==> src/common/vtpg_defines.vh <==
// Constants for the video test pattern generator register map and timing.
// What this block does
// - Generator enable bit 0 of control selects pattern video, else incoming video passes through.
// - Colour bar bit 2 gives white,yellow,cyan,green,magenta,red,blue,black bars.
// - Checker scale bit makes checker squares 8x8 and alternating blocks 8x16, else 1x1 and 1x2.
// - Custom checker bit alternates custom colour with black, else white with black.
// - Reduced depth bit gives 18-bit colour, 64 ramp levels, six MSBs used.
// - Reduced depth bit clear gives 24-bit colour with 256 ramp levels.
// - Internal timing uses external pixel clock if source bit set, else divider.
// - Timing select set makes own timing from programmed sizes, syncs, porches.
// - Timing select clear follows external pixel clock, enable and syncs.
// - Invert bit inverts every generated colour, else colours pass unchanged.
// - Auto-scroll advances to next pattern each frame-time count of frames.
// - In independent mode configuration applies only to the selected port.
// - Indirect data writes and reads the location the indirect address selects.
// - Auto-scroll makes the block ignore the fixed pattern select field.
`ifndef VTPG_DEFINES_VH
`define VTPG_DEFINES_VH
`define VTPG_IDX_CONTROL 8'h64
`define VTPG_IDX_CONFIG  8'h65
`define VTPG_IDX_IADDR   8'h66
`define VTPG_IDX_IDATA   8'h67
`define VTPG_IDX_ROUTING 8'h70
`define VTPG_BADDR(i)    ({2'b00, (i), 2'b00})
`define VTPG_CONTROL_RST 8'h10
`define VTPG_CONFIG_RST  8'h00
`define VTPG_ZERO8       8'h00
`define VTPG_CTL_MASK    8'hf5
`define VTPG_CTL_EN      0
`define VTPG_CTL_BARS    2
`define VTPG_CTL_SEL     7:4
`define VTPG_CFG_SCALE   6
`define VTPG_CFG_CUST    5
`define VTPG_CFG_D18     4
`define VTPG_CFG_EXTCLK  3
`define VTPG_CFG_TSEL    2
`define VTPG_CFG_INV     1
`define VTPG_CFG_ASCRL   0
`define VTPG_RT_INDEP    0
`define VTPG_RT_PORT     1
`define VTPG_IND_DEPTH   32
`define VTPG_IND_USED    8'h11
`define VTPG_IA_TW_LO    0
`define VTPG_IA_TW_HI    1
`define VTPG_IA_TH_LO    2
`define VTPG_IA_TH_HI    3
`define VTPG_IA_AW_LO    4
`define VTPG_IA_AW_HI    5
`define VTPG_IA_AH_LO    6
`define VTPG_IA_AH_HI    7
`define VTPG_IA_HSW      8
`define VTPG_IA_VSW      9
`define VTPG_IA_HBP      10
`define VTPG_IA_VBP      11
`define VTPG_IA_SYNC     12
`define VTPG_IA_FTIME    13
`define VTPG_IA_RED      14
`define VTPG_IA_GREEN    15
`define VTPG_IA_BLUE     16
`define VTPG_DIV_LAST    2'd1
`define VTPG_SYNC_W      28
`define VTPG_LEVELS_24   13'd256
`define VTPG_LEVELS_18   13'd64
`define VTPG_BARS        13'd8
`define VTPG_MASK_18     24'hfcfcfc
`endif

==> src/hdl/vtpg_timing.v <==
// Pixel timing core: own or followed timing, pixel position, ramp levels.
`timescale 1ns/1ps
`include "vtpg_defines.vh"
module vtpg_timing (
   input  wire        pclk,
   input  wire        presetn,
   input  wire        clk_en,
   input  wire        tick,
   input  wire        tsel,
   input  wire        d18,
   input  wire        ext_de,
   input  wire        ext_hs,
   input  wire        ext_vs,
   input  wire [11:0] total_w,
   input  wire [11:0] total_h,
   input  wire [11:0] active_w,
   input  wire [11:0] active_h,
   input  wire [7:0]  hsync_w,
   input  wire [7:0]  vsync_w,
   input  wire [7:0]  hback,
   input  wire [7:0]  vback,
   input  wire [1:0]  sync_pol,
   output wire        cur_de,
   output wire        cur_hs,
   output wire        cur_vs,
   output wire [11:0] cur_x,
   output wire [11:0] cur_y,
   output wire        frame_start,
   output reg  [7:0]  hlvl_reg,
   output reg  [7:0]  vlvl_reg,
   output reg  [2:0]  bar_reg
);
   reg  [11:0] h_reg, v_reg, x_reg, y_reg;
   reg  [12:0] hacc_reg, vacc_reg, bacc_reg;
   reg         de_d_reg, vs_d_reg;
   wire [11:0] h_last = total_w - 12'h001;
   wire [11:0] v_last = total_h - 12'h001;
   wire [11:0] hs_stop = total_w - {4'h0, hback};
   wire [11:0] vs_stop = total_h - {4'h0, vback};
   wire [11:0] hs_start = hs_stop - {4'h0, hsync_w};
   wire [11:0] vs_start = vs_stop - {4'h0, vsync_w};
   wire [12:0] levels = d18 ? `VTPG_LEVELS_18 : `VTPG_LEVELS_24;
   wire [12:0] hsum = hacc_reg + levels;
   wire [12:0] bsum = bacc_reg + `VTPG_BARS;
   wire [12:0] vsum = vacc_reg + levels;
   wire        int_de = (h_reg < active_w) && (v_reg < active_h);
   wire        int_hs = (h_reg >= hs_start) && (h_reg < hs_stop);
   wire        int_vs = (v_reg >= vs_start) && (v_reg < vs_stop);
   wire        line_end = tick && de_d_reg && !cur_de;

   // Own timing from the programmed frame, else followed pins.
   assign cur_de = tsel ? int_de : ext_de;
   assign cur_hs = tsel ? (int_hs ^ sync_pol[0]) : ext_hs;
   assign cur_vs = tsel ? (int_vs ^ sync_pol[1]) : ext_vs;
   assign cur_x = tsel ? h_reg : x_reg;
   assign cur_y = tsel ? v_reg : y_reg;
   assign frame_start = tick && (tsel ? (h_reg == h_last && v_reg == v_last)
                                      : (ext_vs && !vs_d_reg));

   // Raster counters; the followed position restarts on enable and sync.
   always @(posedge pclk or negedge presetn) begin
      if (!presetn) begin
         h_reg <= 12'h000;
         v_reg <= 12'h000;
         x_reg <= 12'h000;
         y_reg <= 12'h000;
         de_d_reg <= 1'b0;
         vs_d_reg <= 1'b0;
      end else if (clk_en && tick) begin
         de_d_reg <= cur_de;
         vs_d_reg <= ext_vs;
         if (h_reg >= h_last) begin
            h_reg <= 12'h000;
            v_reg <= (v_reg >= v_last) ? 12'h000 : v_reg + 12'h001;
         end else begin
            h_reg <= h_reg + 12'h001;
         end
         x_reg <= ext_de ? x_reg + 12'h001 : 12'h000;
         if (ext_vs && !vs_d_reg) begin
            y_reg <= 12'h000;
         end else if (de_d_reg && !ext_de) begin
            y_reg <= y_reg + 12'h001;
         end
      end
   end

   // Ramp and bar steppers spread the levels evenly over the active area.
   // They divide by repeated subtraction, so no divider is needed.
   always @(posedge pclk or negedge presetn) begin
      if (!presetn) begin
         hacc_reg <= 13'h0000;
         bacc_reg <= 13'h0000;
         vacc_reg <= 13'h0000;
         hlvl_reg <= 8'h00;
         vlvl_reg <= 8'h00;
         bar_reg <= 3'h0;
      end else if (clk_en && tick) begin
         if (!cur_de) begin
            hacc_reg <= 13'h0000;
            bacc_reg <= 13'h0000;
            hlvl_reg <= 8'h00;
            bar_reg <= 3'h0;
         end else begin
            if (hsum >= {1'b0, active_w}) begin
               hacc_reg <= hsum - {1'b0, active_w};
               hlvl_reg <= hlvl_reg + 8'h01;
            end else begin
               hacc_reg <= hsum;
            end
            if (bsum >= {1'b0, active_w}) begin
               bacc_reg <= bsum - {1'b0, active_w};
               bar_reg <= bar_reg + 3'h1;
            end else begin
               bacc_reg <= bsum;
            end
         end
         if (frame_start) begin
            vacc_reg <= 13'h0000;
            vlvl_reg <= 8'h00;
         end else if (line_end) begin
            if (vsum >= {1'b0, active_h}) begin
               vacc_reg <= vsum - {1'b0, active_h};
               vlvl_reg <= vlvl_reg + 8'h01;
            end else begin
               vacc_reg <= vsum;
            end
         end
      end
   end
endmodule

==> src/hdl/vtpg_top.v <==
// Two-port video test pattern generator with its APB register file.
`timescale 1ns/1ps
`include "vtpg_defines.vh"
module vtpg_top (
   input  wire        pclk,
   input  wire        presetn,
   input  wire        clk_en,
   input  wire        psel,
   input  wire        penable,
   input  wire        pwrite,
   input  wire [11:0] paddr,
   input  wire [31:0] pwdata,
   output reg  [31:0] prdata,
   output reg         pready,
   output reg         pslverr,
   input  wire        ext_pclk,
   input  wire        ext_de,
   input  wire        ext_hs,
   input  wire        ext_vs,
   input  wire [23:0] ext_rgb,
   output reg  [47:0] out_rgb,
   output reg  [1:0]  out_de,
   output reg  [1:0]  out_hs,
   output reg  [1:0]  out_vs
);
   localparam [2:0] SEL_NONE = 3'd0;
   localparam [2:0] SEL_CTL  = 3'd1;
   localparam [2:0] SEL_CFG  = 3'd2;
   localparam [2:0] SEL_IA   = 3'd3;
   localparam [2:0] SEL_ID   = 3'd4;
   localparam [2:0] SEL_RT   = 3'd5;

   reg  [`VTPG_SYNC_W-1:0] sync1_reg, sync2_reg;
   reg         pclk_d_reg;
   reg  [1:0]  div_reg;
   reg         tick_int;
   reg  [7:0]  route_reg;
   wire [15:0] ctl_all, cfg_all, ia_all, id_all;
   wire [7:0]  pat_all;
   wire        indep = route_reg[`VTPG_RT_INDEP];
   wire        rport = indep & route_reg[`VTPG_RT_PORT];
   wire        access = psel && penable;
   wire        commit = access && pready;
   wire [2:0]  hit = reg_decode(paddr);
   wire        s_pclk = sync2_reg[27];
   wire        s_vs = sync2_reg[26];
   wire        s_hs = sync2_reg[25];
   wire        s_de = sync2_reg[24];
   wire [23:0] s_rgb = sync2_reg[23:0];
   wire        tick_ext = pclk_d_reg && !s_pclk;
   reg  [7:0]  rd_val;

   // Maps a byte address onto a register; misaligned words miss.
   function [2:0] reg_decode;
      input [11:0] a;
      begin
         if (a[1:0] != 2'b00) begin
            reg_decode = SEL_NONE;
         end else begin
            case (a)
               `VTPG_BADDR(`VTPG_IDX_CONTROL): reg_decode = SEL_CTL;
               `VTPG_BADDR(`VTPG_IDX_CONFIG):  reg_decode = SEL_CFG;
               `VTPG_BADDR(`VTPG_IDX_IADDR):   reg_decode = SEL_IA;
               `VTPG_BADDR(`VTPG_IDX_IDATA):   reg_decode = SEL_ID;
               `VTPG_BADDR(`VTPG_IDX_ROUTING): reg_decode = SEL_RT;
               default: reg_decode = SEL_NONE;
            endcase
         end
      end
   endfunction

   // Expands a red-green-blue bit triple to a colour at one level.
   function [23:0] tint;
      input [2:0] m;
      input [7:0] v;
      begin
         tint = {m[2] ? v : 8'h00, m[1] ? v : 8'h00, m[0] ? v : 8'h00};
      end
   endfunction

   // Pixel colour for a pattern code before inversion and depth cut.
   function [23:0] pixel;
      input [3:0]  code;
      input        chk;
      input        alt;
      input        cust_chk;
      input [7:0]  hl;
      input [7:0]  vl;
      input [23:0] cust;
      reg   [2:0]  rm;
      begin
         rm = (code[1:0] == 2'd0) ? 3'b111 : (3'b100 >> (code[1:0] - 2'd1));
         case (code)
            4'd0: pixel = chk ? (cust_chk ? cust : tint(3'b111, 8'hff))
                              : 24'h000000;
            4'd1: pixel = tint(3'b111, 8'hff);
            4'd2: pixel = 24'h000000;
            4'd3: pixel = tint(3'b100, 8'hff);
            4'd4: pixel = tint(3'b010, 8'hff);
            4'd5: pixel = tint(3'b001, 8'hff);
            4'd6, 4'd7, 4'd8, 4'd9: pixel = tint(3'b111 & {3{1'b1}} &
                                                 (code == 4'd6 ? 3'b111 :
                                                  3'b100 >> (code - 4'd7)),
                                                 hl);
            4'd10, 4'd11, 4'd12, 4'd13: pixel = tint(
                                  code == 4'd10 ? 3'b111 :
                                  3'b100 >> (code - 4'd11), vl);
            4'd14: pixel = cust;
            4'd15: pixel = alt ? tint(3'b111, 8'hff) : 24'h000000;
            default: pixel = tint(rm, 8'h00);
         endcase
      end
   endfunction

   // Two-flop synchronisers for every pin that crosses in from outside.
   always @(posedge pclk or negedge presetn) begin
      if (!presetn) begin
         sync1_reg <= {`VTPG_SYNC_W{1'b0}};
         sync2_reg <= {`VTPG_SYNC_W{1'b0}};
         pclk_d_reg <= 1'b0;
         div_reg <= 2'd0;
         tick_int <= 1'b0;
      end else if (clk_en) begin
         sync1_reg <= {ext_pclk, ext_vs, ext_hs, ext_de, ext_rgb};
         sync2_reg <= sync1_reg;
         pclk_d_reg <= s_pclk;
         div_reg <= (div_reg == `VTPG_DIV_LAST) ? 2'd0 : div_reg + 2'd1;
         tick_int <= (div_reg == `VTPG_DIV_LAST);
      end
   end

   // APB slave: one wait state, then the write lands or read data shows.
   always @(posedge pclk or negedge presetn) begin
      if (!presetn) begin
         pready <= 1'b0;
         pslverr <= 1'b0;
         prdata <= 32'h00000000;
         route_reg <= `VTPG_ZERO8;
      end else if (clk_en) begin
         pready <= access && !pready;
         // The error flag stands only with pready, never beyond it.
         pslverr <= access && !pready && (hit == SEL_NONE);
         if (access && !pready) begin
            prdata <= {24'h000000, rd_val};
         end
         if (commit && pwrite && hit == SEL_RT) begin
            route_reg <= {6'h00, pwdata[`VTPG_RT_PORT:`VTPG_RT_INDEP]};
         end
      end
   end

   // Read mux; the selected port's copy answers in independent mode.
   always @* begin
      case (hit)
         SEL_CTL: rd_val = ctl_all[rport*8 +: 8] & `VTPG_CTL_MASK;
         SEL_CFG: rd_val = cfg_all[rport*8 +: 8];
         SEL_IA:  rd_val = ia_all[rport*8 +: 8];
         SEL_ID:  rd_val = id_all[rport*8 +: 8];
         SEL_RT:  rd_val = {pat_all[rport*4 +: 4], 2'b00,
                            route_reg[`VTPG_RT_PORT:`VTPG_RT_INDEP]};
         default: rd_val = `VTPG_ZERO8;
      endcase
   end

   genvar p;
   generate
      for (p = 0; p < 2; p = p + 1) begin : g_port
         reg  [7:0]  ctl_reg, cfg_reg, ia_reg;
         reg  [7:0]  mem [0:`VTPG_IND_DEPTH-1];
         reg  [7:0]  lctl_reg, lcfg_reg;
         reg  [23:0] lcust_reg;
         reg  [3:0]  pat_reg;
         reg  [7:0]  fcnt_reg;
         wire        wr_mine = commit && pwrite &&
                               (!indep || route_reg[`VTPG_RT_PORT] == p);
         wire [23:0] cust = {mem[`VTPG_IA_RED], mem[`VTPG_IA_GREEN],
                             mem[`VTPG_IA_BLUE]};
         wire        en = ctl_reg[`VTPG_CTL_EN];
         wire        tsel = lcfg_reg[`VTPG_CFG_TSEL];
         wire        tick = (tsel && !lcfg_reg[`VTPG_CFG_EXTCLK]) ?
                            tick_int : tick_ext;
         wire        de, hs, vs, fstart;
         wire [11:0] x, y;
         wire [7:0]  hl, vl;
         wire [2:0]  bar;
         wire        sc = lcfg_reg[`VTPG_CFG_SCALE];
         wire        chk = sc ? (x[3] ^ y[3]) : (x[0] ^ y[0]);
         wire        alt = sc ? (x[3] ^ y[4]) : (x[0] ^ y[1]);
         wire        d18 = lcfg_reg[`VTPG_CFG_D18];
         wire [7:0]  hl8 = d18 ? {hl[5:0], 2'b00} : hl;
         wire [7:0]  vl8 = d18 ? {vl[5:0], 2'b00} : vl;
         wire [8:0]  fnext = {1'b0, fcnt_reg} + 9'h001;
         reg  [23:0] pix;
         integer     i;

         assign ctl_all[p*8 +: 8] = ctl_reg;
         assign cfg_all[p*8 +: 8] = cfg_reg;
         assign ia_all[p*8 +: 8] = ia_reg;
         assign pat_all[p*4 +: 4] = pat_reg;
         assign id_all[p*8 +: 8] = (ia_reg < `VTPG_IND_USED) ?
                                   mem[ia_reg[4:0]] : `VTPG_ZERO8;

         // Per-port registers; a shared write reaches both copies.
         always @(posedge pclk or negedge presetn) begin
            if (!presetn) begin
               ctl_reg <= `VTPG_CONTROL_RST;
               cfg_reg <= `VTPG_CONFIG_RST;
               ia_reg <= `VTPG_ZERO8;
               for (i = 0; i < `VTPG_IND_DEPTH; i = i + 1) begin
                  mem[i] <= `VTPG_ZERO8;
               end
            end else if (clk_en && wr_mine) begin
               if (hit == SEL_CTL) begin
                  ctl_reg <= pwdata[7:0] & `VTPG_CTL_MASK;
               end
               if (hit == SEL_CFG) begin
                  cfg_reg <= pwdata[7:0];
               end
               if (hit == SEL_IA) begin
                  ia_reg <= pwdata[7:0];
               end
               if (hit == SEL_ID && ia_reg < `VTPG_IND_USED) begin
                  mem[ia_reg[4:0]] <= pwdata[7:0];
               end
            end
         end

         // Settings are taken at frame start so pattern, colour and config never change mid-frame.
         // While idle they track the registers, so enabling is prompt.
         always @(posedge pclk or negedge presetn) begin
            if (!presetn) begin
               lctl_reg <= `VTPG_CONTROL_RST;
               lcfg_reg <= `VTPG_CONFIG_RST;
               lcust_reg <= 24'h000000;
               pat_reg <= 4'h0;
               fcnt_reg <= 8'h00;
            end else if (clk_en && (fstart || !en)) begin
               lctl_reg <= ctl_reg;
               lcfg_reg <= cfg_reg;
               lcust_reg <= cust;
               if (!en || !cfg_reg[`VTPG_CFG_ASCRL]) begin
                  pat_reg <= ctl_reg[`VTPG_CTL_SEL];
                  fcnt_reg <= 8'h00;
               end else if (fnext >= {1'b0, mem[`VTPG_IA_FTIME]}) begin
                  pat_reg <= pat_reg + 4'h1;
                  fcnt_reg <= 8'h00;
               end else begin
                  fcnt_reg <= fnext[7:0];
               end
            end
         end

         // Colour path: bars, pattern, inversion, then depth cut.
         always @* begin
            if (lctl_reg[`VTPG_CTL_BARS]) begin
               pix = tint({~bar[1], ~bar[2], ~bar[0]}, 8'hff);
            end else begin
               pix = pixel(pat_reg, chk, alt, lcfg_reg[`VTPG_CFG_CUST],
                           hl8, vl8, lcust_reg);
            end
            if (lcfg_reg[`VTPG_CFG_INV]) begin
               pix = ~pix;
            end
            if (d18) begin
               pix = pix & `VTPG_MASK_18;
            end
            if (!de) begin
               pix = 24'h000000;
            end
         end

         // Output stage: pattern replaces the incoming video when enabled.
         always @(posedge pclk or negedge presetn) begin
            if (!presetn) begin
               out_rgb[p*24 +: 24] <= 24'h000000;
               out_de[p] <= 1'b0;
               out_hs[p] <= 1'b0;
               out_vs[p] <= 1'b0;
            end else if (clk_en && (en ? tick : tick_ext)) begin
               out_rgb[p*24 +: 24] <= en ? pix : s_rgb;
               out_de[p] <= en ? de : s_de;
               out_hs[p] <= en ? hs : s_hs;
               out_vs[p] <= en ? vs : s_vs;
            end
         end

         vtpg_timing u_timing (
            .pclk        (pclk),
            .presetn     (presetn),
            .clk_en      (clk_en),
            .tick        (tick),
            .tsel        (tsel),
            .d18         (d18),
            .ext_de      (s_de),
            .ext_hs      (s_hs),
            .ext_vs      (s_vs),
            .total_w     ({mem[`VTPG_IA_TW_HI][3:0], mem[`VTPG_IA_TW_LO]}),
            .total_h     ({mem[`VTPG_IA_TH_HI][3:0], mem[`VTPG_IA_TH_LO]}),
            .active_w    ({mem[`VTPG_IA_AW_HI][3:0], mem[`VTPG_IA_AW_LO]}),
            .active_h    ({mem[`VTPG_IA_AH_HI][3:0], mem[`VTPG_IA_AH_LO]}),
            .hsync_w     (mem[`VTPG_IA_HSW]),
            .vsync_w     (mem[`VTPG_IA_VSW]),
            .hback       (mem[`VTPG_IA_HBP]),
            .vback       (mem[`VTPG_IA_VBP]),
            .sync_pol    (mem[`VTPG_IA_SYNC][1:0]),
            .cur_de      (de),
            .cur_hs      (hs),
            .cur_vs      (vs),
            .cur_x       (x),
            .cur_y       (y),
            .frame_start (fstart),
            .hlvl_reg    (hl),
            .vlvl_reg    (vl),
            .bar_reg     (bar)
         );
      end
   endgenerate
endmodule
==> config.mk <==
export PLATFORM = sky130hd
export DESIGN_NAME = vtpg_top
export DESIGN_NICKNAME = d
export VERILOG_FILES = /design/src/hdl/vtpg_timing.v /design/src/hdl/vtpg_top.v
export VERILOG_INCLUDE_DIRS = /design/src /design/src/common
export SDC_FILE = /design/constraint.sdc
export NUM_CORES = 2
export LEC_CHECK = 0
export ABC_AREA = 1
export BUFFER_PORTS_ARGS = -buffer_cell sky130_fd_sc_hd__buf_2
export CAP_MARGIN = 20
export CORE_MARGIN = 10
export CORE_UTILIZATION = 35
export CTS_BUF_LIST = sky130_fd_sc_hd__clkbuf_8
export CTS_CLUSTER_DIAMETER = 100
export DETAILED_ROUTE_END_ITERATION = 8
export GPL_TIMING_DRIVEN = 1
export PLACE_DENSITY_LB_ADDON = 0.05
export SYNTH_ARGS = -nofsm -noshare
export SYNTH_HDL_FRONTEND = slang
export SYNTH_HIERARCHICAL = 1
export SYNTH_SLANG_ARGS = --single-unit
==> constraint.sdc <==
create_clock -name pclk -period 6.54 [get_ports pclk]
set_clock_uncertainty 0.15 [all_clocks]
set_input_delay 1.308 -clock pclk [delete_from_list [all_inputs] [get_ports pclk]]
set_output_delay 1.308 -clock pclk [all_outputs]
set_load 0.01 [all_outputs]
==> out/qor.csv <==
metric,value,unit
outcome,finished clean,
Tot GR Track Use,0.213,
Biggest register,g_port.mem,
Post-Syn Instances,8067,
WL final,204000,um
Die Height,434,um
# DRC,0,
worst min path class,flip-flop to flip-flop,
port bufs,117,
Slowest cell on crit path,dfrtp_1,
Max Slew Vio Count,0,
hold_buf cts,0,
Setup crit end kind,flip-flop,
DP HPWL,147000,um
YS warnings,6,
core area,0.170,mm^2
drt wl/cell,19.8,um
Clock Latency Late Sink,0.95,ns
postcts setup bufs,0,
Critical Path Most Common Cell,nand2_1,
leakage,33.7,nW
layout cells sized above 1,0.0830,
Hold Path Depth,0,
Mean Syn Cell Area,7.43,um^2
final worst slack,1.22,ns
WS Path Type,flip-flop to flip-flop,
maxcap violations,0,
TritonRoute pass-1 iters,6,
CTS tree,yes,
total grt overflow,0,
Critical Path RT,7.23,ns
Post-DRT Antenna Nets,0,
first-pass GRT wire length,311000,um
Die Area,0.188,mm^2
CTS Buf Count,180,
via count,51338,
# H-tree levels,4,
vias in the first global route,49405,
"Data arrival, critical path",6.01,ns
pin count of the biggest net entering global routing,181,
CTS root buf,clkbuf_8,
post-CTS sizing,0,
Chip Width,434,um
final hold vios,0,
worst vdd ir,165,uV
antenna violations before repair,16,
# setup viols final,0,
minimum clock period,5.32,ns
Worst-path clk slew,0.06,ns
Syn Std Cell Area,0.0600,mm^2
max FFs per register,464,
Worst Setup Start Kind,flip-flop,
CP max FO,4,
vias per cell,4.99,
Starting Density,0.353,
crit-path max cell delay,0.42,ns
area growth from synthesis to layout,9.17,%
FP Rows,151,
Reg2Reg Depth,32,
final period utilization,0.813,
clock buffer depth,3,
drt first-iter violations,4084,
Slew HR,0.285,
RSZ-0062 raised after global routing,no,
TNS Setup,0,ns
Setup WS pre-CTS,1.25,ns
IO Count,166,
CTS Sinks,954,
Worst-Margin Slew,1.07,ns
Power Density,280,mW/mm^2
fill cell count,17892,
R2R setup slack,1.22,ns
Final GP Congestion,0.881,
layout net count,8380,
fmax,188,MHz
-- placed cells by master (no fill, tap or decap), types with 9 or more instances in the layout --
cell type	instances
nand2_1	2608
dfrtp_1	952
inv_1	727
nor2_1	470
nand3_1	467
o21ai_0	463
ha_1	374
a21oi_1	357
o21ai_1	233
clkbuf_8	219
xor2_1	176
nand4_1	130
buf_2	116
nor3_1	83
a22oi_1	77
buf_4	65
xnor2_1	54
nand2_4	48
o21bai_1	39
clkinv_2	32
inv_2	30
conb_1	24
or2_2	20
nor3_2	19
nand3b_1	18
nand2_2	17
a31oi_1	15
nor2_2	15
fa_1	14
a21o_1	13
o211ai_1	12
nor2_4	12
o22ai_1	11
nor4_1	11
a21boi_0	10
nor2_8	10
o21a_1	9
-- layer usage --
layer,wire length (um),global-route usage,share of wire,vias up
met3,10400,0.0301,0.051,241
met5,0,0,0,-
met1,103000,0.326,0.51,24126
li1,-,-,-,25707
met2,84700,0.311,0.42,1264
met4,5390,0.0570,0.026,0
-- path summary, 6_finish.rpt --
| check | startpoint | endpoint |
|---|---|---|
| worst max-delay path | g_port[1].mem[248] | out_hs[1] |
| worst min-delay path | g_port[0].mem[22] | g_port[0].mem[22] |
| worst max register to register | g_port[1].mem[248] | out_hs[1] |
| worst min register to register | g_port[0].mem[22] | g_port[0].mem[22] |
| max in group asynchronous | presetn | g_port[1].mem[78] |
| min in group asynchronous | presetn | out_rgb[7] |
-- report_power, final --
part	switching (mW)	leakage (nW)	total, mW	internal (mW)
Sequential	0.450	12.9	6.76	6.31
Clock	2.89	2.19	6.23	3.34
Combinational	3.51	18.7	5.35	1.84
-- worst max-delay path, delay by kind of cell, from the launching register on --
family | cells | cell delay (ns)
DFF | 1 | 0.42
adders and majority gates | 4 | 1.18
xor gates and xnor gates | 1 | 0.25
AOI/OAI and AO/OA | 7 | 1.23
buffers and inverters | 5 | 0.47
and+or+nand+nor | 15 | 1.50
-- metrics by stage --
step / util / std cells / power, mW / area (um^2) / hold WS [ns]
floorplan: - / 8090 / 10.7 / 60100 / 0.276
global placement: 0.363 / 9950 / 12.2 / 61600 / 0.215
detailed placement: 0.363 / 9950 / 12.2 / 61600 / 0.216
CTS: 0.385 / 10274 / 18.6 / 65500 / 0.168
global route: 0.385 / 10275 / 19.7 / 65500 / 0.220
finish: 0.385 / 10278 / 18.3 / 65500 / 0.223
-- area by class of cell --
cell class	count	area (um^2)	share of cell area
multi-input combinational	5876	31100	0.475
sequential	954	23900	0.365
clock buffer	219	3010	0.0460
tap	2218	2780	0.0424
inverter	714	2690	0.0411
timing repair buffer	188	1200	0.0184
clock inverter	105	805	0.0123
antenna	4	10.0	0.000153
(Power assumes the default switching activity.)
